## src/common/frc_orbit_pkg.sv

```systemverilog
// shared constants for the dither and orbit post-processing stage
package gray_orbit_pkg;

	// register port addresses
	localparam logic [7:0] ADDR_FORMAT     = 8'h01;
	localparam logic [7:0] ADDR_HSHIFT     = 8'h02;
	localparam logic [7:0] ADDR_VSHIFT     = 8'h03;
	localparam logic [7:0] ADDR_DITHER     = 8'h05;

	// field positions inside the addressed byte
	localparam int         FORMAT_H_LSB    = 0;
	localparam int         SHIFT_LSB       = 0;
	localparam int         DITHER_BIT      = 0;

	// reset values
	localparam logic [1:0] FORMAT_RESET    = 2'h0;
	localparam logic [4:0] SHIFT_RESET     = 5'h00;
	localparam logic       DITHER_RESET    = 1'b0;

	// horizontal active-width codes
	localparam logic [1:0] FORMAT_640      = 2'h0;
	localparam logic [1:0] FORMAT_532      = 2'h2;

	// shift limits in pixels or lines
	localparam logic signed [4:0] SHIFT_LIM_WIDE = 5'sh0a;
	localparam logic signed [4:0] SHIFT_LIM_640  = 5'sh04;

	// nominal start positions (sync plus back porch)
	localparam logic [9:0] H_START_BASE    = 10'h07a;
	localparam logic [9:0] V_START_BASE    = 10'h026;

	// pixel widths
	localparam int         CHAN_W          = 8;
	localparam int         FRAC_W          = 2;
	localparam int         NUM_CHAN        = 3;
	localparam int         PIX_IN_W        = NUM_CHAN * (CHAN_W + FRAC_W);
	localparam int         PIX_OUT_W       = NUM_CHAN * CHAN_W;

	// buffering
	localparam int         FIFO_DEPTH      = 32;
	localparam int         FIFO_W          = PIX_IN_W + 2;

	// frame phases of the temporal modulation
	localparam int         PHASE_W         = 2;
	localparam logic [1:0] PHASE_RESET     = 2'h0;

endpackage : gray_orbit_pkg

```

## src/design/frc_orbit_top.sv

```systemverilog
// temporal gray modulation and orbit shift stage of the timing controller
`timescale 1ns/1ns
`default_nettype none
module gray_orbit_top
	import gray_orbit_pkg::*;
(
	input  wire logic                 clk_sys_in,    // master clock, 20 MHz
	input  wire logic                 reset_n_in,    // system reset, active low
	input  wire logic                 reg_wr_in,     // register write strobe
	input  wire logic                 reg_rd_in,     // register read strobe
	input  wire logic [7:0]           reg_addr_in,   // register address
	input  wire logic [7:0]           reg_wdata_in,  // register write data
	output logic [7:0]                reg_rdata_out, // register read data
	input  wire logic                 hsync_n_in,    // line sync, active low
	input  wire logic                 vsync_n_in,    // frame sync, active low
	input  wire logic                 pix_valid_in,  // pixel present
	input  wire logic [PIX_IN_W-1:0]  pix_data_in,   // three channels, 8.2 each
	output logic                      pix_ready_out, // pixel accepted
	output logic                      out_valid_out, // output pixel present
	input  wire logic                 out_ready_in,  // downstream takes it
	output logic [PIX_OUT_W-1:0]      out_data_out,  // three 8-bit channels
	output logic                      out_sof_out,   // first pixel of frame
	output logic                      out_sol_out,   // first pixel of line
	output logic [9:0]                h_start_out,   // horizontal start position
	output logic [9:0]                v_start_out,   // vertical start position
	output logic [PHASE_W-1:0]        gray_phase_out // current frame phase
);

	// register file
	logic        dither_enable_ff;
	logic [1:0]  format_h_ff;
	logic [4:0]  horiz_image_shift_ff;
	logic [4:0]  vert_image_shift_ff;

	always_ff @(posedge clk_sys_in or negedge reset_n_in) begin
		if (!reset_n_in) begin
			dither_enable_ff     <= DITHER_RESET;
			format_h_ff          <= FORMAT_RESET;
			horiz_image_shift_ff <= SHIFT_RESET;
			vert_image_shift_ff  <= SHIFT_RESET;
		end else if (reg_wr_in) begin
			unique case (reg_addr_in)
				ADDR_DITHER: dither_enable_ff     <= reg_wdata_in[DITHER_BIT];
				ADDR_FORMAT: format_h_ff          <= reg_wdata_in[FORMAT_H_LSB +: 2];
				ADDR_HSHIFT: horiz_image_shift_ff <= reg_wdata_in[SHIFT_LSB +: 5];
				ADDR_VSHIFT: vert_image_shift_ff  <= reg_wdata_in[SHIFT_LSB +: 5];
				default: ;
			endcase
		end
	end

	always_ff @(posedge clk_sys_in or negedge reset_n_in) begin
		if (!reset_n_in) begin
			reg_rdata_out <= 8'h00;
		end else if (reg_rd_in) begin
			unique case (reg_addr_in)
				ADDR_DITHER: reg_rdata_out <= {7'h00, dither_enable_ff};
				ADDR_FORMAT: reg_rdata_out <= {6'h00, format_h_ff};
				ADDR_HSHIFT: reg_rdata_out <= {3'h0, horiz_image_shift_ff};
				ADDR_VSHIFT: reg_rdata_out <= {3'h0, vert_image_shift_ff};
				default:     reg_rdata_out <= 8'h00;
			endcase
		end
	end

	// shift saturation; undefined format codes take the narrow limit as the safe case
	logic signed [4:0] h_limit;
	logic signed [4:0] h_clamped;
	logic signed [4:0] v_clamped;

	function automatic logic signed [4:0] clamp_shift(input logic signed [4:0] val,
	                                                  input logic signed [4:0] lim);
		logic signed [4:0] res;
		res = val;
		if (val > lim) begin
			res = lim;
		end else if (val < -lim) begin
			res = -lim;
		end
		return res;
	endfunction : clamp_shift

	assign h_limit   = (format_h_ff == FORMAT_532) ? SHIFT_LIM_WIDE : SHIFT_LIM_640;
	assign h_clamped = clamp_shift(horiz_image_shift_ff, h_limit);
	assign v_clamped = clamp_shift(vert_image_shift_ff, SHIFT_LIM_WIDE);

	// input side: sync edges mark the next accepted pixel
	logic              hsync_prev_ff;
	logic              vsync_prev_ff;
	logic              sol_pend_ff;
	logic              sof_pend_ff;
	logic              hs_fall;
	logic              vs_fall;
	logic              in_push;
	logic              fifo_in_ready;
	logic [FIFO_W-1:0] fifo_in_word;

	assign hs_fall       = hsync_prev_ff & ~hsync_n_in;
	assign vs_fall       = vsync_prev_ff & ~vsync_n_in;
	assign pix_ready_out = fifo_in_ready;
	assign in_push       = pix_valid_in & fifo_in_ready;
	assign fifo_in_word  = {sof_pend_ff | vs_fall, sol_pend_ff | hs_fall, pix_data_in};

	always_ff @(posedge clk_sys_in or negedge reset_n_in) begin
		if (!reset_n_in) begin
			hsync_prev_ff <= 1'b1;
			vsync_prev_ff <= 1'b1;
			sol_pend_ff   <= 1'b0;
			sof_pend_ff   <= 1'b0;
		end else begin
			hsync_prev_ff <= hsync_n_in;
			vsync_prev_ff <= vsync_n_in;
			sol_pend_ff   <= (sol_pend_ff | hs_fall) & ~in_push;
			sof_pend_ff   <= (sof_pend_ff | vs_fall) & ~in_push;
		end
	end

	// buffering between the video source and the processing stage
	logic              fifo_out_valid;
	logic              fifo_out_ready;
	logic [FIFO_W-1:0] fifo_out_word;

	pix_fifo #(
		.WIDTH (FIFO_W),
		.DEPTH (FIFO_DEPTH)
	) u_fifo (
		.clk_sys_in    (clk_sys_in),
		.reset_n_in    (reset_n_in),
		.in_valid_in   (pix_valid_in),
		.in_ready_out  (fifo_in_ready),
		.in_data_in    (fifo_in_word),
		.out_valid_out (fifo_out_valid),
		.out_ready_in  (fifo_out_ready),
		.out_data_out  (fifo_out_word)
	);

	// output stage
	logic               load;
	logic               w_sof;
	logic               w_sol;
	logic [PHASE_W-1:0] phase_ff;
	logic [PHASE_W-1:0] phase_use;
	logic               x_par_ff;
	logic               y_par_ff;
	logic               x_use;
	logic               y_use;
	logic [PHASE_W-1:0] thr;
	logic [PIX_OUT_W-1:0] nxt_out_data;

	assign fifo_out_ready = ~out_valid_out | out_ready_in;
	assign load           = fifo_out_valid & fifo_out_ready;
	assign w_sof          = fifo_out_word[FIFO_W-1];
	assign w_sol          = fifo_out_word[FIFO_W-2];
	assign phase_use      = w_sof ? phase_ff + 1'b1 : phase_ff;
	assign x_use          = (w_sof | w_sol) ? 1'b0 : x_par_ff;
	assign y_use          = w_sof ? 1'b0 : (w_sol ? ~y_par_ff : y_par_ff);
	// spatial offset spreads the bumped pixels so the panel does not flicker as a whole
	assign thr            = phase_use + {y_use, x_use};

	genvar gc;
	generate
		for (gc = 0; gc < NUM_CHAN; gc++) begin : g_chan
			logic [CHAN_W-1:0] ch_int;
			logic [FRAC_W-1:0] ch_frac;
			logic              bump;
			assign ch_int  = fifo_out_word[gc*(CHAN_W+FRAC_W)+FRAC_W +: CHAN_W];
			assign ch_frac = fifo_out_word[gc*(CHAN_W+FRAC_W) +: FRAC_W];
			// fraction n lights the next code in n of every four frames
			assign bump    = dither_enable_ff & (ch_frac > thr) & (ch_int != 8'hff);
			assign nxt_out_data[gc*CHAN_W +: CHAN_W] = ch_int + {7'h00, bump};
		end
	endgenerate

	always_ff @(posedge clk_sys_in or negedge reset_n_in) begin
		if (!reset_n_in) begin
			out_valid_out <= 1'b0;
			out_data_out  <= '0;
			out_sof_out   <= 1'b0;
			out_sol_out   <= 1'b0;
		end else begin
			out_valid_out <= load | (out_valid_out & ~out_ready_in);
			if (load) begin
				out_data_out <= nxt_out_data;
				out_sof_out  <= w_sof;
				out_sol_out  <= w_sol;
			end
		end
	end

	always_ff @(posedge clk_sys_in or negedge reset_n_in) begin
		if (!reset_n_in) begin
			phase_ff <= PHASE_RESET;
			x_par_ff <= 1'b0;
			y_par_ff <= 1'b0;
		end else if (load) begin
			phase_ff <= phase_use;
			x_par_ff <= ~x_use;
			y_par_ff <= y_use;
		end
	end

	assign gray_phase_out = phase_ff;

	// shifts take effect at a frame boundary so a frame never tears mid-scan
	always_ff @(posedge clk_sys_in or negedge reset_n_in) begin
		if (!reset_n_in) begin
			h_start_out <= H_START_BASE;
			v_start_out <= V_START_BASE;
		end else if (load && w_sof) begin
			h_start_out <= H_START_BASE + {{5{h_clamped[4]}}, h_clamped};
			v_start_out <= V_START_BASE + {{5{v_clamped[4]}}, v_clamped};
		end
	end
endmodule : gray_orbit_top
`default_nettype wire

```

## src/design/pix_fifo.sv

```systemverilog
// pixel fifo with valid/ready on both sides
`timescale 1ns/1ns
`default_nettype none
module pix_fifo #(
	parameter int WIDTH = 32,
	parameter int DEPTH = 32
) (
	input  wire logic             clk_sys_in,    // master clock
	input  wire logic             reset_n_in,    // async reset, active low
	input  wire logic             in_valid_in,   // write side has data
	output logic                  in_ready_out,  // room for one word
	input  wire logic [WIDTH-1:0] in_data_in,    // word to store
	output logic                  out_valid_out, // a word is available
	input  wire logic             out_ready_in,  // reader takes the word
	output logic [WIDTH-1:0]      out_data_out   // oldest word
);
	localparam int AW = $clog2(DEPTH);

	logic [WIDTH-1:0] mem_ff [DEPTH];
	logic [AW-1:0]    wptr_ff;
	logic [AW-1:0]    rptr_ff;
	logic [AW:0]      count_ff;
	logic             push;
	logic             pop;

	assign in_ready_out  = (count_ff != DEPTH[AW:0]);
	assign out_valid_out = (count_ff != '0);
	assign push          = in_valid_in & in_ready_out;
	assign pop           = out_valid_out & out_ready_in;
	assign out_data_out  = mem_ff[rptr_ff];

	always_ff @(posedge clk_sys_in) begin
		if (push) begin
			mem_ff[wptr_ff] <= in_data_in;
		end
	end

	always_ff @(posedge clk_sys_in or negedge reset_n_in) begin
		if (!reset_n_in) begin
			wptr_ff  <= '0;
			rptr_ff  <= '0;
			count_ff <= '0;
		end else begin
			if (push) begin
				wptr_ff <= wptr_ff + 1'b1;
			end
			if (pop) begin
				rptr_ff <= rptr_ff + 1'b1;
			end
			if (push && !pop) begin
				count_ff <= count_ff + 1'b1;
			end else if (pop && !push) begin
				count_ff <= count_ff - 1'b1;
			end
		end
	end
endmodule : pix_fifo
`default_nettype wire

```

## config.mk

```make
export PLATFORM = sky130hd
export DESIGN_NAME = gray_orbit_top
export DESIGN_NICKNAME = d
export VERILOG_FILES = /design/src/common/frc_orbit_pkg.sv /design/src/design/frc_orbit_top.sv /design/src/design/pix_fifo.sv
export SDC_FILE = /design/constraint.sdc
export NUM_CORES = 1
export LEC_CHECK = 0
export BUFFER_PORTS_ARGS = -buffer_cell sky130_fd_sc_hd__buf_4
export CAP_MARGIN = 10
export CELL_PAD_IN_SITES_DETAIL_PLACEMENT = 0
export CELL_PAD_IN_SITES_GLOBAL_PLACEMENT = 1
export CORE_MARGIN = 5
export CORE_UTILIZATION = 55
export DETAILED_ROUTE_END_ITERATION = 16
export HOLD_SLACK_MARGIN = 0.02
export PLACE_DENSITY_LB_ADDON = 0.1
export SYNTH_ARGS = -nofsm -noshare
export SYNTH_HDL_FRONTEND = slang
export SYNTH_HIERARCHICAL = 1
export SYNTH_SLANG_ARGS = --single-unit
```

## constraint.sdc

```tcl
create_clock -name clk_sys_in -period 13.9 [get_ports clk_sys_in]
set_clock_uncertainty 0.2 [all_clocks]
set_input_delay 1.39 -clock clk_sys_in [delete_from_list [all_inputs] [get_ports clk_sys_in]]
set_output_delay 1.39 -clock clk_sys_in [all_outputs]
set_load 0.1 [all_outputs]
```

**Word level (Yosys, flattened, before mapping)**

Memories as Yosys holds them, arrays and structs flattened.
Cells that the tools add are included.

- Flip-flop bits (word level): 92
- RAM bits: 1024
- Input port bits: 54
- Output and inout bits: 58
- Memories kept: 1

Memories:

| memory | depth | bits a word | read ports | clocked after Yosys merged registers in | write ports | RTL line | RTL |
|---|---|---|---|---|---|---|---|
| u_fifo.mem_ff | 32 | 32 | 1 | 0 | 1 | pix_fifo.sv:19 | `logic [WIDTH-1:0] mem_ff [DEPTH];` |

- Add/subtract/negate cells: 12
- Magnitude comparators: 7
- Eq/ne operators: 9
- Mux-type cells: 14
- Bitwise gates (word level): 25
- Reduce and logical (&&, ||, !) cells: 11

Operators with widths:

| kind | count |
|---|---|
| 8-bit by 1-bit adder with 8-bit output | 3 |
| 8-bit inequality test (second input constant) | 3 |
| 5-bit 2-to-1 mux | 4 |
| 5-bit case mux with 4 select lines | 1 |
| 8-bit by 2-bit equality test with 1-bit output (second input constant) | 2 |
| 1-bit bitwise AND | 13 |
| 6-bit 2-to-1 mux | 2 |
| 5-bit by 1-bit adder with 5-bit output (second input constant) | 2 |
| 8-bit by 5-bit adder with 9-bit output (first input constant) | 1 |
| 7-bit by 5-bit adder with 8-bit output (first input constant) | 1 |
| 8-bit by 1-bit equality test with 1-bit output (second input constant) | 1 |
| 8-bit by 3-bit equality test with 1-bit output (second input constant) | 1 |
| 2-bit AND reduction | 4 |
| 1-bit inverter | 7 |
| 6-bit by 1-bit adder with 6-bit output (second input constant) | 1 |
| 2-bit > comparator | 3 |
| 6-bit inequality test (second input constant) | 1 |
| 6-bit nonzero test | 1 |
| 6-bit by 1-bit subtractor with 6-bit output (second input constant) | 1 |
| 5-bit > comparator | 1 |
| 5-bit > comparator (second input constant) | 1 |
| 5-bit less-than comparator | 1 |
| 5-bit less-than comparator (second input constant) | 1 |
| 1-bit 2-to-1 mux | 5 |
| 10 further kinds | 17 |

**Longest topological paths before layout**

Gate-level depths: netlist (run 1).

- Depth after elaboration: 8
- Depth in mapped cells: 22
- Depth with buffers taken out: 17

**Modules after synthesis**

Netlist (run 1), hierarchy kept.

Modules (own cells, without submodules):

| module | instances | cells an instance | area an instance (um^2) | sequential area each (um^2) |
|---|---|---|---|---|
| pix_fifo | 1 | 1810 | 39691.8 | 31149.9 |
| gray_orbit_top | 1 | 367 | 3652.3 | 1689.1 |

**Worst setup path before layout (run 1)**

No wires, ideal clock.

- Path kind: register to register
- Start point: register u_fifo.rptr_ff[0]
- End point: register out_data_out[22]
- Setup time: 134 ps
- Arrival: 4080 ps
- Required time: 13566 ps
- Setup slack: 9486 ps
- Cell stages (with the launch flop): 20
- Buffers on the path: 3
- Clock period less this slack: 4414 ps
- Cells stage by stage: dfrtp_1 -> buf_2 -> buf_2 -> buf_2 -> mux4_2 -> a211oi_1 -> a21oi_1 -> xor2_1 -> ha_1 -> xor2_1 -> xnor2_1 -> ha_1 -> nor2b_1 -> o211ai_1 -> a41oi_1 -> ha_1 -> ha_1 -> nand3_1 -> xor2_1 -> o21ai_0

RTL lines:

| what | RTL line | RTL |
|---|---|---|
| start: declaration | pix_fifo.sv:21 | `logic [AW-1:0] rptr_ff;` |
| start signal: assignment | pix_fifo.sv:48 | `rptr_ff <= rptr_ff + 1'b1;` |
| memory 32 x 32 bit | n/a |  |
| named net fifo_out_word[31] | frc_orbit_top.sv:121 | `logic [FIFO_W-1:0] fifo_out_word;` |
| 2-bit 2-to-1 mux | frc_orbit_top.sv:154 | `assign phase_use = w_sof ? phase_ff + 1'b1 : phase_ff;` |
| named net phase_use[0] | frc_orbit_top.sv:142 | `logic [PHASE_W-1:0] phase_use;` |
| 2-bit adder | frc_orbit_top.sv:158 | `assign thr = phase_use + {y_use, x_use};` |
| 2-bit > comparator | frc_orbit_top.sv:169 | `assign bump = dither_enable_ff & (ch_frac > thr) & (ch_int != 8'hff);` |
| 1-bit bitwise AND (2 in series) | frc_orbit_top.sv:169 |  |
| 8-bit by 1-bit adder with 8-bit output | frc_orbit_top.sv:170 | `assign nxt_out_data[gc*CHAN_W +: CHAN_W] = ch_int + {7'h00, bump};` |
| end signal: assignment | frc_orbit_top.sv:183 | `out_data_out <= nxt_out_data;` |
| end: declaration | frc_orbit_top.sv:21 | `output logic [PIX_OUT_W-1:0] out_data_out,` |

The timed path passes the listed nets, and every way through them passes these cells.
A chain may end at the register's enable or synchronous reset.

**Worst setup path after layout (run 1)**

- Start point: register u_fifo.rptr_ff[0]
- End point: register out_data_out[6]

Same word-level chain as after synthesis.

==> flow_metrics.py, run 1 <==
metrics = {
    "placed_design": {
        "placed_cell_area_mm2": 0.0455,
        "place_congestion": 0.780,
        "place.port_buffers": 99,
        "dpl.hpwl_mm": 54.0,
    },
    "clock_tree": {
        "root_buffer": "clkbuf_16",
        "cts_setup_buffers": 0,
        "clock-sinks": 1107,
        "insertion_delay_ps": 660,
        "clk_pin_slew_worst_paths_ps": 60,
        "clk_path_buf_depth": 3,
        "h-tree-depth": 3,
        "cts_tree": "done",
        "cts_resized": 0,
        "cts-buffers-inserted": 109,
        "cts_hold_buf": 0,
    },
    "pwr": {
        "finalPower_mw": 10.3,
        "vdd_drop_max_v": 0.000122,
        "power_density_mw_per_mm2": 211,
        "p_leak_nw": 16.2,
    },
    "global_routing": {
        "grt_pass1_wl_mm": 151,
        "grt_pass1_vias": 22100,
        "grt_max_degree": 84,
        "grt_antenna_before_repair": 3,
        "grt-ovfl-total": 0,
        "grt_usage_pct": 24.5,
    },
    "sta": {
        "fmax_mhz": 134,
        "post-route-min-period_ps": 7480,
        "slew_violations": 0,
        "slew_headroom_pct": 26.1,
        "tns_ps": 0,
        "rsz0062_at_grt": "false",
        "final-setup-viol-count": 0,
        "worstMarginPinSlew_ps": 1110,
        "fin_crit_sh_pct": 53.8,
        "hold_viol": 0,
    },
    "outcome": {
        "outcome": "finished, final reports clean",
    },
    "critical_path": {
        "r2r_setup_slack_ps": 6420,
        "path_delay_family": "buffers and inverters",
        "worstPathMaxFanout": 51,
        "critPathRequiredTime_ps": 14260,
        "rr_startpoint": "u_fifo/rptr_ff[0]",
        "end_kind": "flip-flop",
        "crit_arrival_ps": 7830,
        "path_common_cell": "ha_1",
        "crit_path_start_kind": "flip-flop",
        "rr_worst_depth": 19,
        "cpMaxStageDelayCell": "dfrtp_4",
        "timing.critical_path.buf_inv": 2,
        "timing.rr.end": "out_data_out[6]",
        "slowest_delay_ps": 1010,
        "crit_chain": "buf_4, buf_4, mux2i_1, o221ai_1, a211oi_1, a21oi_1, xor2_1, ha_1, xor2_1, xnor2_1, ha_1, nand2_1, nand2_1, nor3_1, ha_1, ha_1, nand3_1, xor2_1, o21ai_0",
        "crit_type": "flip-flop to flip-flop",
        "crit_cells": 19,
    },
    "drt": {
        "wl_per_cell_um": 30.0,
        "drc": 0,
        "wirelength_mm": 104,
        "vias": 21900,
        "ant_nets": 0,
        "first_pass_iters": 5,
        "vias_per_cell": 6.32,
        "drtIter0Drc": 2152,
    },
    "worst_hold_path": {
        "min_from": "h_start_out[6]",
        "hold_end": "h_start_out[6]",
        "holdPathStages": 2,
        "worstHoldPathType": "flip-flop to flip-flop",
    },
    "yosys": {
        "ys_ff_latch": 1107,
        "ys_types": 58,
        "ys_seq_area_share_pct": 75.8,
        "async_reset_ff_share_pct": 7.50,
        "yosysWarningCount": 6,
        "synth_edf_count": 1024,
        "synth_cells": 2177,
        "synth_area_per_cell_um2": 19.9,
        "synth_ff_type": "edfxtp_1",
        "synth_area_mm2": 0.0433,
    },
    "die": {
        "die-area_mm2": 0.0845,
        "io_pins": 112,
        "rows": 103,
        "initial_core_util_pct": 55.1,
        "core_mm2": 0.0786,
        "die_h_um": 291,
        "chipWidth_um": 291,
    },
    "finish": {
        "drive_gt1_share_pct": 23.8,
        "nets": 2407,
        "area_growth_pct": 12.8,
        "final_area_mm2": 0.0489,
        "utilization_pct": 62.2,
    },
    "flow_run": {
        "drv_cap": 0,
    },
}
==> kinds of logic after synthesis <==
| logic type | count (synthesis) | share of synthesized area (%) |
|---|---|---|
| adder cells (fa/ha/maj) | 31 | 0.912 |
| buffers and inverters | 153 | 1.74 |
| AO/OA/AOI/OAI | 304 | 4.89 |
| other | 1 | 0.00865 |
| flip-flops | 1107 | 75.8 |
| multiplexers | 350 | 13.8 |
| AND/OR/NAND/NOR | 192 | 2.14 |
| XOR/XNOR | 39 | 0.788 |
==> sequential cells by signal, summed over array words and instances, names as in the netlist, 2 cells and up <==
register,count
format_h_ff,2
gray_phase_out,2
h_start_out,8
horiz_image_shift_ff,5
out_data_out,24
reg_rdata_out,5
u_fifo/count_ff,6
u_fifo/mem_ff,1024
u_fifo/rptr_ff,5
u_fifo/wptr_ff,5
v_start_out,6
vert_image_shift_ff,5
==> synthesized netlist by cell type (23+ instances only) <==
| cell type | count | share of area (%) |
|---|---|---|
| mux2i_1 | 131 | 3.0 |
| a22o_1 | 31 | 0.63 |
| mux4_2 | 194 | 10 |
| buf_2 | 23 | 0.27 |
| o221ai_1 | 32 | 0.65 |
| dfrtp_1 | 73 | 4.2 |
| a22oi_1 | 34 | 0.59 |
| inv_1 | 27 | 0.23 |
| edfxtp_1 | 1024 | 71 |
| o21ai_0 | 40 | 0.46 |
| nor2_1 | 47 | 0.41 |
| a211oi_1 | 64 | 1.1 |
| ha_1 | 30 | 0.87 |
| nand3_1 | 23 | 0.27 |
| a21oi_1 | 45 | 0.52 |
| buf_4 | 28 | 0.48 |
| nand2_1 | 64 | 0.55 |
| clkbuf_1 | 65 | 0.56 |
| mux2_2 | 25 | 0.65 |
| o22ai_1 | 34 | 0.49 |
==> metrics by stage <==
stage	cells	worst slack (ps)	hold slack [ps]
2_1_floorplan	2185	9490	242
3_3_place_gp	3261	6390	258
3_5_place_dp	3261	6310	270
4_1_cts	3466	6270	280
5_1_grt	3466	5910	307
6_report	3467	6420	274
==> worst max-delay path by stage <==
stage	slack [ps]	from	end
3_5_place_dp	6310	u_fifo/rptr_ff[0]	out_data_out[6]
4_1_cts	6270	u_fifo/rptr_ff[0]	out_data_out[6]
5_1_grt	5910	u_fifo/rptr_ff[0]	out_data_out[6]
6_report	6420	u_fifo/rptr_ff[0]	out_data_out[6]
2_1_floorplan	9490	u_fifo/rptr_ff[0]	out_data_out[22]
3_3_place_gp	6390	u_fifo/rptr_ff[0]	out_data_out[4]
==> power by group <==
group          total [mW]  switching [mW]  internal (mW)
clock                2.83            1.20           1.63
sequential           4.13           0.187           3.95
combinational        3.36            2.17           1.19
==> final cells by class <==
class | count | area (um2)
fill | 5572 | 29700
inverter | 27 | 101
clock buffer | 146 | 2910
clock inverter | 59 | 523
sequential | 1107 | 32800
antenna | 1 | 2.50
tap | 1050 | 1310
timing repair buffer | 152 | 1150
multi-input combinational | 925 | 10100
==> metal layers <==
layer  global-route usage [%]  vias to the layer above  share of wire, %
met4                     6.21                        4               2.6
met2                     39.5                      865                48
met1                     35.2                    11600                41
met5                        0                        -             0.026
li1                         -                     9262                 -
met3                     4.84                      163               7.9
==> cell usage in the layout (no fill, tap or decap), types with 5 or more instances in the layout <==
cell type  netlist  routed
a22oi_1         34      34
and3_1           9       9
xor2_1          17      17
nor3_1           6       6
buf_4           28     151
a211oi_1        64      64
nand3b_1         5       5
inv_1           27      27
nand2_1         64      63
a22o_1          31      31
dfrtp_1         73      70
clkbuf_16        0     110
edfxtp_1      1024    1024
nand4_1          7       7
o22ai_1         34      34
bufinv_16        0       9
dfstp_2         10      10
o221ai_1        32      32
o21ai_0         40      40
nor2b_1          8       6
xnor2_1         22      22
mux4_2         194     194
clkbuf_1        65      34
nand3_1         23      22
nor2_4           0      33
a21oi_1         45      45
clkinv_1         0      23
nor2_1          47      15
conb_1           1       9
clkinv_2         0      20
mux2i_1        131     131
mux2_2          25      25
ha_1            30      30
==> worst register-to-register path, stage by stage (launching register included) <==
cell	delay [ps]
dfrtp_4	1010
buf_4	850
buf_4	900
mux2i_1	310
o221ai_1	140
a211oi_1	470
a21oi_1	250
xor2_1	240
ha_1	230
xor2_1	150
xnor2_1	660
ha_1	400
nand2_1	80
nand2_1	50
nor3_1	470
ha_1	280
ha_1	210
nand3_1	110
xor2_1	180
o21ai_0	180
No activity file was read; power rests on OpenSTA's default activity.
==> run 2: changes to the inputs <==
CORE_UTILIZATION = 49   (was 55)
clock period = 6.4 ns   (was 13.9 ns; I/O delays follow)
==> run 2 against run 1 <==
Net effect: worst hold slack got worse by 160 ps; via count increased by 0.78%; first-iteration DRC count decreased by 9.1%; combinational power increased by 120%; critical endpoint is now out_data_out[4].
==> flow_metrics.py, run 2 (synthesis results as in run 1) <==
metrics = {
    "outcome": {
        "outcome": "finished, final reports clean",
    },
    "finish": {
        "nFillCells": 6711,
        "utilization_pct": 55.9,
        "reg.largest.list": "u_fifo/mem_ff (1024), out_data_out (24), h_start_out (8)",
        "top_register": "u_fifo/mem_ff",
        "largest_reg_flops": 1024,
        "final_area_mm2": 0.0492,
        "drive_gt1_share_pct": 23.8,
        "nets": 2429,
        "final_common_cell": "edfxtp_1",
        "stdcell_count": 3603,
        "area_growth_pct": 13.6,
        "mostFrequentLayoutCells": "edfxtp_1 (1024), mux4_2 (194), buf_4 (161), mux2i_1 (131), clkbuf_16 (112)",
    },
    "drt": {
        "vias_per_cell": 6.13,
        "wl_per_cell_um": 29.5,
        "ant_nets": 0,
        "drc": 0,
        "drtIter0Drc": 1957,
        "vias": 22100,
        "first_pass_iters": 5,
        "wirelength_mm": 106,
    },
    "critical_path": {
        "worstPathMaxFanout": 17,
        "crit_type": "flip-flop to flip-flop",
        "end_kind": "flip-flop",
        "r2r_setup_slack_ps": 640,
        "critPathRequiredTime_ps": 6770,
        "crit_path_start_kind": "flip-flop",
        "crit_arrival_ps": 6130,
    },
    "sta": {
        "hold_viol": 0,
        "timing.final.ws_setup_ps": 638,
        "final-setup-viol-count": 0,
        "slew_violations": 0,
        "post-route-min-period_ps": 5760,
        "slew_headroom_pct": 14.5,
        "tns_ps": 0,
        "fin_crit_sh_pct": 90.0,
        "worstMarginPinSlew_ps": 1280,
        "fmax_mhz": 174,
        "rsz0062_at_grt": "false",
    },
    "clock_tree": {
        "cts_setup_buffers": 0,
        "root_buffer": "clkbuf_16",
        "clk_pin_slew_worst_paths_ps": 60,
        "cts_tree": "done",
        "clk_path_buf_depth": 3,
        "cts_resized": 0,
        "cts_hold_buf": 10,
        "cts-buffers-inserted": 111,
        "clock-sinks": 1107,
        "insertion_delay_ps": 670,
        "h-tree-depth": 3,
    },
    "worst_hold_path": {
        "worstHoldPathType": "input pin to flip-flop",
    },
    "global_routing": {
        "grt_usage_pct": 22.5,
        "grt_pass1_wl_mm": 155,
        "grt_antenna_before_repair": 3,
        "grt_max_degree": 103,
        "grt_pass1_vias": 22500,
        "grt-ovfl-total": 0,
    },
    "placed_design": {
        "dpl.hpwl_mm": 57.0,
        "dp_cells": 3386,
        "placed_cell_area_mm2": 0.0457,
        "pre_cts_ws_ps": 578,
        "place_congestion": 0.777,
        "place.port_buffers": 99,
    },
    "pwr": {
        "vdd_drop_max_v": 0.000403,
        "power_density_mw_per_mm2": 455,
        "p_leak_nw": 16.3,
    },
    "die": {
        "die-area_mm2": 0.0945,
        "chipWidth_um": 307,
        "die_h_um": 307,
        "rows": 109,
        "initial_core_util_pct": 49.2,
        "io_pins": 112,
        "core_mm2": 0.0881,
    },
    "flow_run": {
        "drv_cap": 0,
    },
}
run 2: routing by layer:
layer	GRT usage, %	wire length, um	up-vias
met5	0	13	-
met1	32.5	46100	11900
met2	36.5	51300	723
met4	5.36	2010	2
met3	3.71	6780	138
li1	-	-	9322
run 2: report_power, final:
| part | internal (mW) | switching [mW] |
|---|---|---|
| sequential | 8.57 | 0.354 |
| combinational | 2.63 | 4.72 |
| clock | 3.49 | 2.65 |
run 2: area by class of cell:
| type | instances | area (um2) | area share, % |
|---|---|---|---|
| inverter | 27 | 101 | 0.206 |
| tap | 1165 | 1460 | 2.96 |
| timing repair buffer | 172 | 1330 | 2.70 |
| sequential | 1107 | 32900 | 66.7 |
| antenna | 1 | 2.50 | 0.00508 |
| multi-input combinational | 925 | 10100 | 20.4 |
| clock buffer | 141 | 2910 | 5.91 |
| clock inverter | 65 | 522 | 1.06 |
run 2: final timing paths:
check	end	cells past startpoint	start
worst min register to register	h_start_out[6]	2	h_start_out[6]
worst max-delay path	out_data_out[4]	18	u_fifo/rptr_ff[0]
max in group asynchronous	u_fifo/rptr_ff[0]	3	reset_n_in
worst max register to register	out_data_out[4]	18	u_fifo/rptr_ff[0]
min in group asynchronous	out_data_out[6]	2	reset_n_in
worst min-delay path	reg_rdata_out[1]	4	reg_addr_in[3]
run 2: stage by stage:
step                total power [mW]  hold WS (ps)
floorplan                       14.2           144
global placement                16.4           258
detailed placement              16.5           271
CTS                             22.6          78.7
global route                    23.4           134
finish                          22.4           113
run 2: worst max-delay path, cell delays in order, from the launching register on:
cell,delay (ps)
dfrtp_4,670
buf_4,350
mux4_2,530
mux4_2,500
nor2_1,130
a21oi_1,140
nor3b_1,300
ha_1,210
xor2_1,80
xnor2_1,670
ha_1,380
nand2_1,70
nand2_1,50
nor3_1,410
ha_1,270
ha_1,220
nand3_1,100
xor2_1,190
o21ai_0,180
==> run 3: changes to the inputs <==
ABC_AREA = 1   (was default)
CORE_UTILIZATION = 45   (was 49)
RECOVER_POWER = 25   (was default)
==> run 3 against run 2 <==
Net effect: sequential power shrank 1%; count of clock-buffer cells in the layout is 7 higher; critical path depth grew 3; sequential cell count stayed put; cell count grew 70%; non-clock buffer count grew 26; synthesized cell count rose by 110%; clock power increased by 7.5%.
==> flow_metrics.py, run 3 <==
metrics = {
    "global_routing": {
        "grt-ovfl-total": 0,
        "grt_pass1_vias": 29300,
        "grt_max_degree": 160,
        "grt_usage_pct": 24.0,
        "grt_pass1_wl_mm": 199,
        "grt_antenna_before_repair": 8,
    },
    "placed_design": {
        "dpl.hpwl_mm": 71.9,
        "placed_cell_area_mm2": 0.0501,
        "place_congestion": 0.761,
        "place.port_buffers": 99,
    },
    "critical_path": {
        "path_delay_family": "XOR/XNOR gates",
        "timing.rr.end": "out_data_out[22]",
        "cpMaxStageDelayCell": "dfrtp_4",
        "timing.critical_path.buf_inv": 2,
        "critPathRequiredTime_ps": 6760,
        "slowest_delay_ps": 660,
        "crit_type": "flip-flop to flip-flop",
        "crit_chain": "inv_8, nand2_1, nand2_1, nand2_1, a21oi_1, nor2_1, nand2_1, nand2_1, inv_1, nand2_1, xor2_1, xnor2_1, xor2_1, ha_1, a2111oi_0, ha_1, ha_1, nand3_1, nor2_1, xnor2_1, o21ai_0",
        "r2r_setup_slack_ps": 1160,
        "crit_arrival_ps": 5610,
        "crit_path_start_kind": "flip-flop",
        "worstPathMaxFanout": 72,
        "rr_startpoint": "u_fifo/rptr_ff[0]",
        "end_kind": "flip-flop",
        "rr_worst_depth": 21,
        "crit_cells": 21,
        "path_common_cell": "nand2_1",
    },
    "drt": {
        "vias": 31500,
        "met3_length_mm": 7.51,
        "wl_per_cell_um": 22.3,
        "first_pass_iters": 6,
        "wirelength_mm": 137,
        "drc": 0,
        "ant_nets": 0,
        "top_layer": "met5",
        "wl_met2_mm": 64.1,
        "vias_per_cell": 5.14,
        "wl_met1_mm": 62.1,
        "drtIter0Drc": 2746,
    },
    "yosys": {
        "synth_common_cells": "nand2_1 (1572), edfxtp_1 (1024), nand3_1 (639)",
        "synth_area_per_cell_um2": 10.5,
        "ys_types": 48,
        "ys_ff_latch": 1107,
        "synth_cells": 4542,
        "yosysWarningCount": 6,
        "async_reset_ff_share_pct": 7.50,
        "synth_most_common_cell": "nand2_1",
        "ys_seq_area_share_pct": 68.7,
        "synth_edf_count": 1024,
        "synth_top_area_cell": "edfxtp_1",
        "synth_area_leaders": "edfxtp_1 (64%), nand2_1 (12%), nand3_1 (6.7%), inv_1 (4.6%), dfrtp_1 (3.8%)",
        "synth_ff_type": "edfxtp_1",
        "synth_area_mm2": 0.0478,
        "yosysTopAreaCellShare_pct": 64.3,
    },
    "clock_tree": {
        "clock-sinks": 1107,
        "cts-buffers-inserted": 119,
        "clk_path_buf_depth": 3,
        "h-tree-depth": 3,
        "clk_pin_slew_worst_paths_ps": 60,
        "root_buffer": "clkbuf_16",
        "insertion_delay_ps": 700,
        "cts_tree": "done",
    },
    "worst_hold_path": {
        "hold_end": "dither_enable_ff",
        "min_from": "reg_wr_in",
        "worstHoldPathType": "input pin to flip-flop",
        "holdPathStages": 3,
    },
    "die": {
        "die_h_um": 336,
        "chipWidth_um": 336,
        "io_pins": 112,
        "die-area_mm2": 0.113,
        "core_mm2": 0.105,
        "initial_core_util_pct": 45.3,
        "rows": 119,
    },
    "outcome": {
        "outcome": "finished, final reports clean",
    },
    "sta": {
        "hold_viol": 0,
        "worstMarginPinSlew_ps": 1310,
        "slew_violations": 0,
        "post-route-min-period_ps": 5240,
        "final-setup-viol-count": 0,
        "whs_ps": 76.4,
        "fin_crit_sh_pct": 81.9,
        "slew_headroom_pct": 12.9,
        "rsz0062_at_grt": "false",
        "tns_ps": 0,
        "fmax_mhz": 191,
    },
    "finish": {
        "mostFrequentLayoutCells": "nand2_1 (1570), edfxtp_1 (1024), nand3_1 (639), inv_1 (580), buf_4 (159)",
        "reg.largest.list": "u_fifo/mem_ff (1024), out_data_out (24), h_start_out (8)",
        "top_register": "u_fifo/mem_ff",
        "drive_gt1_share_pct": 8.74,
        "area_growth_pct": 12.7,
        "final_area_mm2": 0.0539,
        "largest_reg_flops": 1024,
        "final_common_cell": "nand2_1",
        "nets": 4722,
    },
    "pwr": {
        "p_leak_nw": 22.1,
        "p_int_mw": 14.6,
        "vdd_drop_max_v": 0.000332,
        "finalPower_mw": 24.6,
        "seqPwrFrac_pct": 35.9,
        "power_density_mw_per_mm2": 457,
        "p_sw_share_pct": 40.6,
        "p_clk_share_pct": 26.8,
        "p_comb_share_pct": 37.3,
        "switchingPower_mw": 9.99,
    },
    "flow_run": {
        "drv_cap": 0,
    },
}
[run 3: kinds of logic (layout without fill, tap and decap cells)]
kind of cell / Yosys count / in the layout / share of synthesized area [%]
and+or+nand+nor: 2368 / 2368 / 20.7
DFF: 1107 / 1107 / 68.7
buffers and inverters: 828 / 1014 / 7.11
AOI/OAI and AO/OA: 181 / 181 / 2.19
adders and majority gates: 31 / 31 / 0.827
xor gates and xnor gates: 26 / 26 / 0.476
other: 1 / 13 / 0.00785
[run 3: power groups by stage]
stage                     registers, mW  logic (mW)  clock network, mW
after floorplan                    9.75        5.41                  0
after global placement             8.97        9.24                  0
after detailed placement           8.97        9.25                  0
after CTS                          8.83        9.28               6.75
after global routing               8.88        10.1               7.05
final                              8.83        9.19               6.60
[run 3: stage by stage]
step           utilization (%)  instances  setup WS, ps
5_1_grt                   51.1       6127           763
4_1_cts                   51.2       6127          1130
3_3_place_gp              47.5       5897          1190
6_report                  51.1       6131          1160
3_5_place_dp              47.5       5897          1180
2_1_floorplan                -       4550          1530
[run 3: worst max path at each step]
stage | start | to | slack, ps
final | u_fifo/rptr_ff[0] | out_data_out[22] | 1160
after global routing | u_fifo/rptr_ff[0] | out_data_out[22] | 760
after CTS | u_fifo/rptr_ff[0] | out_data_out[7] | 1130
after detailed placement | u_fifo/rptr_ff[0] | out_data_out[7] | 1180
after global placement | u_fifo/rptr_ff[0] | out_data_out[7] | 1190
after floorplan | u_fifo/count_ff[0] | u_fifo/mem_ff[1][0] | 1530
[run 3: metal layers]
layer	up-vias	global-route usage, %
met4	4	5.44
li1	15200	-
met2	770	38.7
met3	167	3.48
met5	-	0
met1	15400	34.9
[run 3: cell type report]
class	instances	area, um2
inverter	596	2260
tap	1391	1740
multi-input combinational	2615	11800
antenna	4	10.0
fill	9400	51500
timing repair buffer	198	1530
clock inverter	72	599
clock buffer	148	3130
sequential	1107	32900
[run 3: worst min-delay path: stages]
cell and delay, ps:
buf_4 130, nand2_1 80, o21ai_0 70
[run 3: repair_timing]
action	CTS	global route
buffers inserted	0	0
hold endpoints to repair	39	0
hold buffers	10	0
gates resized for setup	0	0
